File: src/pkg/radio_pwr_pkg.sv
package radio_pwr_pkg;
  // Power-mode codes
  localparam logic [3:0] MODE_OFF     = 4'h0;  // core_supply_off_state
  localparam logic [3:0] MODE_DEEP    = 4'h1;
  localparam logic [3:0] MODE_STANDBY = 4'h5;
  localparam logic [3:0] MODE_FIFO    = 4'h6;
  localparam logic [3:0] MODE_RX      = 4'h9;  // receive_active_state
  localparam logic [3:0] MODE_TX      = 4'hd;  // transmit_active_state
  // Register byte offsets
  localparam logic [7:0] OFS_MODE     = 8'h00; // radio_power_state_select
  localparam logic [7:0] OFS_STATUS   = 8'h04; // supply_status_word
  localparam logic [7:0] OFS_IRQ      = 8'h08; // sticky events, clear on read
  localparam logic [7:0] OFS_MASK     = 8'h0c;
  // Status / event bit positions
  localparam int BIT_READY   = 0;  // regulator_ready_flag
  localparam int BIT_BROWN   = 1;  // brownout_flag
  localparam int BIT_APPLIED = 2;  // mode taken effect (event only)
  // Regulator settle time
  localparam int SETTLE_NS     = 1000;
  localparam int CLK_NS        = 20;
  localparam int SETTLE_CYCLES = (SETTLE_NS + CLK_NS - 1) / CLK_NS;
  localparam logic [3:0]  RST_MODE  = 4'h0;
  localparam logic [2:0]  RST_MASK  = 3'h0;
endpackage : radio_pwr_pkg

File: src/logic/radio_power_mode_sequencer.sv
// Operation
// - Regulators follow written mode automatically
// - Readable regulator ready flag
// - Readable brown-out flag below threshold
// - Power-down: supplies off, FIFO refused, flushed
// - Deep-sleep: all off, registers lost (only the interrupt mask is reset; mode and event bits kept)
// - Four-bit mode codes fixed
// - Power-down waits for empty FIFO
//
// Added by the designer: the address map and the AHB-Lite interface to the registers.
`timescale 1ns/1ps
module radio_power_mode_sequencer
  import radio_pwr_pkg::*;
(
  input  wire logic        i_clk,
  input  wire logic        i_sys_rst,
  input  wire logic        hsel,
  input  wire logic [31:0] haddr,
  input  wire logic [1:0]  htrans,
  input  wire logic        hwrite,
  input  wire logic [2:0]  hsize,
  input  wire logic [31:0] hwdata,
  input  wire logic        hready,
  output logic      [31:0] hrdata,
  output logic             hreadyout,
  output logic             hresp,
  input  wire logic        i_fifo_empty,   // FIFO drained (same clock)
  input  wire logic        i_brownout_pin, // comparator output, async
  output logic             o_core_supply_on,
  output logic             o_xtal_ref_on,
  output logic             o_rx_on,
  output logic             o_tx_on,
  output logic             o_fifo_access_ok,
  output logic             o_fifo_flush,
  output logic             o_regs_lost,
  output logic             o_irq
);

  ////////////////////////////////////////////////////////////////////////
  // State
  typedef enum logic [1:0] {ST_IDLE, ST_DRAIN, ST_SETTLE} seq_e;

  typedef struct packed {
    seq_e       seq;
    logic [3:0] mode_req;   // Last legal code written; undefined codes leave it unchanged
    logic [3:0] mode_act;   // Code in force
    logic [15:0] cnt;       // Regulator settle count
    logic       ready;
    logic [1:0] bo_sync;
    logic [2:0] irq_stat;
    logic [2:0] irq_mask;
    logic       dp_valid;   // AHB data phase pending
    logic       dp_write;
    logic [7:0] dp_addr;
    logic [31:0] rdata;
    logic       flush;
  } state_s;

  state_s q, next_q;  // Registered state and its next value

  // Whether a code is one of the defined modes
  function automatic logic mode_legal(input logic [3:0] m);
    mode_legal = (m == MODE_OFF) || (m == MODE_DEEP) || (m == MODE_STANDBY) ||
                 (m == MODE_FIFO) || (m == MODE_RX) || (m == MODE_TX);
  endfunction : mode_legal

  logic take;
  logic bo;
  logic [2:0] ev;

  ////////////////////////////////////////////////////////////////////////
  // Next state
  always_comb begin
    next_q         = q;
    take           = hsel && hready && htrans[1];
    bo             = q.bo_sync[1];
    next_q.bo_sync = {q.bo_sync[0], i_brownout_pin};
    next_q.flush   = 1'b0;
    ev             = 3'h0;
    // Register writes land in the data phase
    if (q.dp_valid && q.dp_write) begin
      case (q.dp_addr)
        OFS_MODE: begin
          // Undefined codes ignored, so regulators never see an odd mode
          if (mode_legal(hwdata[3:0])) begin
            next_q.mode_req = hwdata[3:0];
          end
        end
        OFS_MASK: next_q.irq_mask = hwdata[2:0];
        default: ;
      endcase
    end
    // Mode sequencer; a code written while settling waits for the count to end
    case (q.seq)
      ST_IDLE: begin
        if (q.mode_req != q.mode_act) begin
          if (q.mode_req == MODE_OFF || q.mode_req == MODE_STANDBY) begin
            next_q.seq = ST_DRAIN;
          end else begin
            next_q.mode_act = q.mode_req;
            next_q.ready    = 1'b0;
            next_q.cnt      = 16'(SETTLE_CYCLES);
            next_q.seq      = ST_SETTLE;
          end
        end
      end
      ST_DRAIN: begin
        // Hold old mode until the FIFO is empty
        if (i_fifo_empty) begin
          next_q.mode_act = q.mode_req;
          next_q.flush    = 1'b1;
          next_q.ready    = 1'b0;
          next_q.cnt      = 16'(SETTLE_CYCLES);
          next_q.seq      = ST_SETTLE;
        end
      end
      ST_SETTLE: begin
        if (q.cnt > 16'h1) begin
          next_q.cnt = q.cnt - 16'h1;
        end else begin
          next_q.cnt   = 16'h0;
          next_q.ready = 1'b1;
          next_q.seq   = ST_IDLE;
          ev[BIT_APPLIED] = 1'b1;
        end
      end
      default: next_q.seq = ST_IDLE;
    endcase
    ev[BIT_READY] = next_q.ready && !q.ready;
    ev[BIT_BROWN] = bo && !(q.irq_stat[BIT_BROWN]);
    // Read of the event register clears it; a new event wins
    if (q.dp_valid && !q.dp_write && q.dp_addr == OFS_IRQ) begin
      next_q.irq_stat = ev;
    end else begin
      next_q.irq_stat = q.irq_stat | ev;
    end
    // Deep sleep wipes only the interrupt mask; mode and event bits are kept
    if (q.mode_act == MODE_DEEP) begin
      next_q.irq_mask = RST_MASK;
    end
    // Address phase capture and read data
    next_q.dp_valid = take;
    next_q.dp_write = hwrite;
    next_q.dp_addr  = haddr[7:0];
    next_q.rdata    = 32'h0;
    if (take && !hwrite) begin
      // Ready reads low while a written mode still waits, so a poll that
      // follows a mode write's data phase can never pick up the old mode's ready
      case (haddr[7:0])
        OFS_MODE:   next_q.rdata = {28'h0, q.mode_req};
        OFS_STATUS: next_q.rdata = {29'h0, 1'b0, bo, q.ready && (q.mode_req == q.mode_act)};
        OFS_IRQ:    next_q.rdata = {29'h0, q.irq_stat};
        OFS_MASK:   next_q.rdata = {29'h0, q.irq_mask};
        default:    next_q.rdata = 32'h0;
      endcase
    end
  end

  ////////////////////////////////////////////////////////////////////////
  // Registers
  always_ff @(posedge i_clk or posedge i_sys_rst) begin
    if (i_sys_rst) begin
      q <= '0;
      q.seq <= ST_IDLE;
      q.mode_req <= RST_MODE;
      q.mode_act <= RST_MODE;
      q.irq_mask <= RST_MASK;
    end else begin
      q <= next_q;
    end
  end

  ////////////////////////////////////////////////////////////////////////
  // Outputs
  assign hrdata    = q.rdata;
  assign hreadyout = 1'b1;
  assign hresp     = 1'b0;
  // Supplies decoded from mode in force
  assign o_core_supply_on = (q.mode_act != MODE_OFF) && (q.mode_act != MODE_DEEP);
  assign o_xtal_ref_on    = o_core_supply_on;
  assign o_rx_on          = (q.mode_act == MODE_RX) && q.ready;
  assign o_tx_on          = (q.mode_act == MODE_TX) && q.ready;
  assign o_fifo_access_ok = o_core_supply_on && (q.mode_act != MODE_STANDBY);
  assign o_fifo_flush     = q.flush;
  assign o_regs_lost      = (q.mode_act == MODE_DEEP);
  assign o_irq            = |(q.irq_stat & q.irq_mask);

  ////////////////////////////////////////////////////////////////////////
  // Checks
  a_off_no_supply: assert property (@(posedge i_clk) disable iff (i_sys_rst)
    q.mode_act == MODE_OFF |-> !o_core_supply_on && !o_fifo_access_ok)
    else $error("supply on in power-down");
  a_drain_holds: assert property (@(posedge i_clk) disable iff (i_sys_rst)
    q.seq == ST_DRAIN && !i_fifo_empty |=> $stable(q.mode_act))
    else $error("mode changed before fifo empty");
  a_ready_settle: assert property (@(posedge i_clk) disable iff (i_sys_rst)
    q.seq == ST_SETTLE && q.cnt == 16'h1 |=> q.ready)
    else $error("ready not set after settle");
  a_auto_reg: assert property (@(posedge i_clk) disable iff (i_sys_rst)
    q.seq == ST_IDLE && q.mode_req == MODE_TX && q.mode_act != MODE_TX
    |=> q.mode_act == MODE_TX ##[1:60] o_tx_on)
    else $error("transmit regulators not brought up");
  a_brown_flag: assert property (@(posedge i_clk) disable iff (i_sys_rst)
    take && !hwrite && haddr[7:0] == OFS_STATUS |=> hrdata[BIT_BROWN] == $past(bo))
    else $error("brownout flag misreported");
  a_deep_lost: assert property (@(posedge i_clk) disable iff (i_sys_rst)
    q.mode_act == MODE_DEEP |-> (!o_core_supply_on && o_regs_lost) ##1 (q.irq_mask == RST_MASK))
    else $error("deep sleep kept state");
  // Leaving deep sleep may switch supplies on the very next cycle, so only the mask is looked at later
  a_ready_pending: assert property (@(posedge i_clk) disable iff (i_sys_rst)
    take && !hwrite && haddr[7:0] == OFS_STATUS && q.mode_req != q.mode_act |=> !hrdata[BIT_READY])
    else $error("ready shown while mode change pending");
  a_legal_mode: assert property (@(posedge i_clk) disable iff (i_sys_rst)
    mode_legal(q.mode_req) && mode_legal(q.mode_act))
    else $error("undefined mode code held");
  a_flush_empty: assert property (@(posedge i_clk) disable iff (i_sys_rst)
    o_fifo_flush |-> $past(i_fifo_empty) && $past(q.seq) == ST_DRAIN)
    else $error("flush without drained fifo");
  c_tx: cover property (@(posedge i_clk) o_tx_on);
  c_rx: cover property (@(posedge i_clk) o_rx_on);
  c_drain: cover property (@(posedge i_clk) q.seq == ST_DRAIN ##1 q.seq == ST_DRAIN);
  c_irq: cover property (@(posedge i_clk) o_irq);

endmodule : radio_power_mode_sequencer

File: config.mk
export PLATFORM = sky130hd
export DESIGN_NAME = radio_power_mode_sequencer
export DESIGN_NICKNAME = d
export VERILOG_FILES = /design/src/pkg/radio_pwr_pkg.sv /design/src/logic/radio_power_mode_sequencer.sv
export SDC_FILE = /design/constraint.sdc
export NUM_CORES = 1
export LEC_CHECK = 0
export BUFFER_PORTS_ARGS = -buffer_cell sky130_fd_sc_hd__buf_2
export CORE_UTILIZATION = 50
export DETAILED_ROUTE_END_ITERATION = 10
export MAX_ROUTING_LAYER = met4
export PLACE_DENSITY = 0.92
export SYNTH_ARGS = -nofsm -noshare
export SYNTH_HDL_FRONTEND = slang
export SYNTH_SLANG_ARGS = --single-unit
File: constraint.sdc
create_clock -name i_clk -period 2.8 [get_ports i_clk]
set_clock_uncertainty 0.05 [all_clocks]
set_input_delay 0.56 -clock i_clk [delete_from_list [all_inputs] [get_ports i_clk]]
set_output_delay 0.56 -clock i_clk [all_outputs]
set_load 0.05 [all_outputs]
# Word-level counts from Yosys, hierarchy flattened
# Cells that the tools add are included.
# Widths: inputs -> output; s select.
[totals]
regBits = 78
in_bits = 76
output_inout_bits = 42
elab_cells = 102
[op_classes]
add_sub_neg = 1
order_cmp = 1
eq_ne = 24
mux = 22
bitwise_logic = 2
reduce_logical = 39
[ops]
columns = ["op", "n"]
rows = [
  ["$mux 21", 3],
  ["$pmux 17 s3", 1],
  ["$eq 8x4->1 const B", 4],
  ["$eq 4x4->1 const B", 4],
  ["$gt 16x1->1 const B", 1],
  ["$logic_not 8->1", 2],
  ["$mux 16", 1],
  ["$pmux 4 s4", 1],
  ["$sub 16x1->16 const B", 1],
  ["$logic_and 1x1->1", 13],
  ["$eq 4x3->1 const B", 3],
  ["$mux 3", 4],
  ["$eq 4x1->1 const B", 2],
  ["$eq 8x3->1 const B", 1],
  ["$logic_not 4->1", 2],
  ["$mux 2", 4],
  ["$ne 2x2->1 const B", 4],
  ["$pmux 4 s2", 1],
  ["$reduce_and 4->1", 2],
  ["$logic_or 1x1->1", 6],
  ["$pmux 2 s3", 1],
  ["$reduce_and 3->1", 2],
  ["$reduce_bool 2->1", 3],
  ["$mux 1", 5],
  ["other kinds (15)", 18],
]

# Longest topological paths before layout
[depth]
word_depth = 8
depth_mapped = 7
depth_no_buf = 7

# Worst setup path before layout
# OpenSTA, ideal clock, no wires.
[synth_path]
kind = "reg2out"
startpoint = "register q[70] in the netlist's numbering"
endpoint = "output o_fifo_access_ok"
arrival_time_ps = 1541
required_time_ps = 2190
path_slack_ps = 649
stages_incl_launch_ff = 3
n_path_buf = 0
path_cell_list = "dfrtp_1 > inv_1 > o21ai_0"
[synth_via]
elab_chain_cells = 3
elab_cells_between_ends = 5
classes_between = "eq/ne (2); reduce/logical (3)"
[synth_lines]
columns = ["element", "line_no", "source"]
rows = [
  ["start: declaration", "radio_power_mode_sequencer.sv:59", "state_s q, next_q;"],
  ["start signal: assignment", "radio_power_mode_sequencer.sv:169", "q <= next_q;"],
  ["$ne 4x1->1 / $reduce_bool 4->1 (equally long branches)", "radio_power_mode_sequencer.sv:179", "assign o_core_supply_on = (q.mode_act != MODE_OFF) && (q.mode_act != MODE_DEEP);"],
  ["$logic_and 1x1->1", "radio_power_mode_sequencer.sv:179", ""],
  ["$logic_and 1x1->1 (*)", "radio_power_mode_sequencer.sv:183", "assign o_fifo_access_ok = o_core_supply_on && (q.mode_act != MODE_STANDBY);"],
  ["end: declaration", "radio_power_mode_sequencer.sv:33", "output logic o_fifo_access_ok,"],
]
# Mark *: on every way between the ends. The rest lies on a longest branch, timed or not.

# Worst setup path in the final report
[layout_path]
startpoint = "register q[56] in the netlist's numbering"
endpoint = "register q[62] in the netlist's numbering"
[layout_via]
elab_chain_cells = 3
elab_cells_between_ends = 4
classes_between = "add/sub (1); order compare (1); mux (2)"
[layout_lines]
columns = ["element", "line_no", "source"]
rows = [
  ["$sub 16x1->16 / $gt 16x1->1 (equally long branches)", "radio_power_mode_sequencer.sv:119, radio_power_mode_sequencer.sv:118", ""],
  ["$mux 16 (*)", "radio_power_mode_sequencer.sv:118", "if (q.cnt > 16'h1) begin"],
  ["$pmux 17 s3 (*)", "radio_power_mode_sequencer.sv:94", "case (q.seq)"],
]
# Marked as above.
# A chain may end at the register's enable or synchronous reset.

==> out/metrics.yaml <==
status: "finished clean"
synth_edf_count: 0
postRouteAntennaNets: 0
final_max_slew_viol_count: 0
io_pins: 118
crit_fanout: 10
htreeDepth: 2
post-route-util_pct: 55.6
timing.hold.ws_ns: 0.147
holdBufCountCts: 0
cp-end-kind: "flop"
powerDensity_nw_per_um2: 684
reg2reg_depth: 6
syn_area_um2: 2710
vias: 1898
fillers: 457
ys_warn_count: 0
grt_pass1_wl_um: 7550
design.core.area_um2: 5170
vias_per_cell: 5.23
maxCapViolations: 0
final_area_um2: 2870
yosys_most_used_dff: "dfrtp_1"
final.min_clock_period_ns: 2.25
die_w_um: 75.6
routed.top_layer: "met4"
drc: 0
clkSinkCount: 50
p_leak_nw: 1.43
criticalPathCategory: "reg2reg"
grt_max_degree: 37
first_pass_iters: 4
ys_seq_area_share_pct: 46.2
setup_tns_ns: 0
fin_ws_ns: 0.549
rsz0062_at_grt: "false"
dieArea_um2: 5710
synth_cell_types: 55
gp_routability_congestion: 0.801
wirelength_um: 4900
r2r_setup_slack_ns: 0.55
drive_gt1_share_pct: 20.1
startpoint: "q[56]"
routedLengthMet1_um: 2200
finalSetupViolCount: 0
syn_to_final_growth_pct: 6.15
peakVddDrop_mv: 0.416
dp_hpwl_um: 3690
ys_ff_latch: 50
cts-resized-gates: 0
fin_crit_sh_pct: 80.4
yosysTopAreaCell: "dfrtp_1"
tritoncts: "yes"
clock_path_buffers: 2
wl_met2_um: 2480
dp_slack_ns: 0.572
io_buffer_count: 31
die_h_um: 75.6
post_dp_cell_area_um2: 2780
required_ns: 2.95
nNetsFinal: 370
cp_data_arrival_time_ns: 2.41
slew_headroom_pct: 65.5
wire_per_inst_um: 13.5
synth_async_sr_flop_share_pct: 100
rows: 26
n_antenna_cell: 0
grt_pass1_vias: 1698
synth.area.top_cells: "dfrtp_1 (46%), buf_4 (10%), nand2_1 (3.3%), nor2_1 (2.9%), nand3_1 (2.8%)"
start_util_pct: 52.3
cts_setup_buffers: 0
drt_iter0_markers: 65
worst_pin_slew_ns: 0.517
r2r_end: "q[62]"
fmax_mhz: 444
syn-mean-instance-area_um2: 10.3
rr_startpoint: "q[56]"
antenna_found_initial: 0
wl_met3_um: 181
synth_cells: 264
synth.top_cell.area_share_pct: 46.2
cts_root_buf: "clkbuf_8"
clock_latency_ns: 0.31
clk_pin_slew_worst_paths_ns: 0.10
hold_viol: 0
grt.total_usage_pct: 18.3
numCtsBuffers: 5
grt_overflow: 0
crit_path_start_kind: "flop"
hp-class: "in2async"
## critical path: stages, from the launching register on
cell     delay (ns)
dfrtp_1        0.47
nor4_4         0.43
nand4_1        0.22
o31ai_4        0.43
buf_4          0.25
o21ai_0        0.10
a21o_1         0.20
## worst max-delay path by stage
stage                                   to  depth (start not counted)
after CTS                            q[62]                          6
final                                q[62]                          6
after floorplan           o_fifo_access_ok                          2
after detailed placement             q[62]                          6
after global placement               q[62]                          6
after global routing                 q[62]                          6
## cells by family (layout without fill, tap and decap cells)
| logic type | count (synthesis) | in the layout | share of synthesized area, % |
|---|---|---|---|
| flops | 50 | 50 | 46.2 |
| buf+inv | 50 | 51 | 12.4 |
| compound gates | 32 | 32 | 8.87 |
| other cells | 2 | 30 | 0.277 |
| fa+ha+maj | 2 | 2 | 0.924 |
| xor+xnor | 5 | 5 | 1.62 |
| simple gates | 108 | 108 | 22.7 |
| mux | 15 | 15 | 7.02 |
## metrics by stage
step / power, mW / instances
6_report: 1.96 / 363
5_1_grt: 2.10 / 363
4_1_cts: 1.98 / 363
3_5_place_dp: 1.53 / 355
3_3_place_gp: 1.50 / 355
2_1_floorplan: 1.44 / 292
## layer usage
metal | GRT usage [%] | vias to the layer above
li1 | - | 919
met5 | - | -
met2 | 32.5 | 47
met4 | 4.32 | 0
met3 | 4.37 | 5
met1 | 20.7 | 927
## report_power, final
group,switching (mW),internal [mW]
sequential,0.141,0.826
combinational,0.360,0.188
clock,0.262,0.187
total,0.763,1.20
## cell usage after synthesis (all sizes together) (6+ instances only)
master and number:
mux2 10, nor4 7, nor2 21, o21ai 10, nand2 24, dfrtp 50, nand3 16, inv 9
buf 39, nor3 6, or3 8
## cells in the final DEF (no fill, tap or decap), drive strengths merged, types with 4 or more instances in the layout
cell    instances
xor2            5
nor2           21
mux2i           4
inv            11
o21ai          10
nand2          24
conb           30
buf            34
and3            5
dfrtp          50
clkbuf          5
mux2           10
nor3            6
nor4            7
nand3          16
or3             8
## cell type report
class	count	area [um2]	share of cell area (%)
Clock inverter	3	28.8	1.00
Clock buffer	5	68.8	2.39
Timing Repair Buffer	34	178	6.18
Multi-Input combinational cell	192	1230	42.7
Tap cell	70	87.6	3.05
Inverter	9	33.8	1.18
Sequential cell	50	1250	43.5
## registers in the layout, indices dropped and copies added, names as in the netlist
| name | cells |
|---|---|
| q | 43 |
| o_fifo_flush | 1 |
| bo | 1 |
| hrdata | 4 |
| next_q | 1 |
No activity file was read; power rests on OpenSTA's default activity.
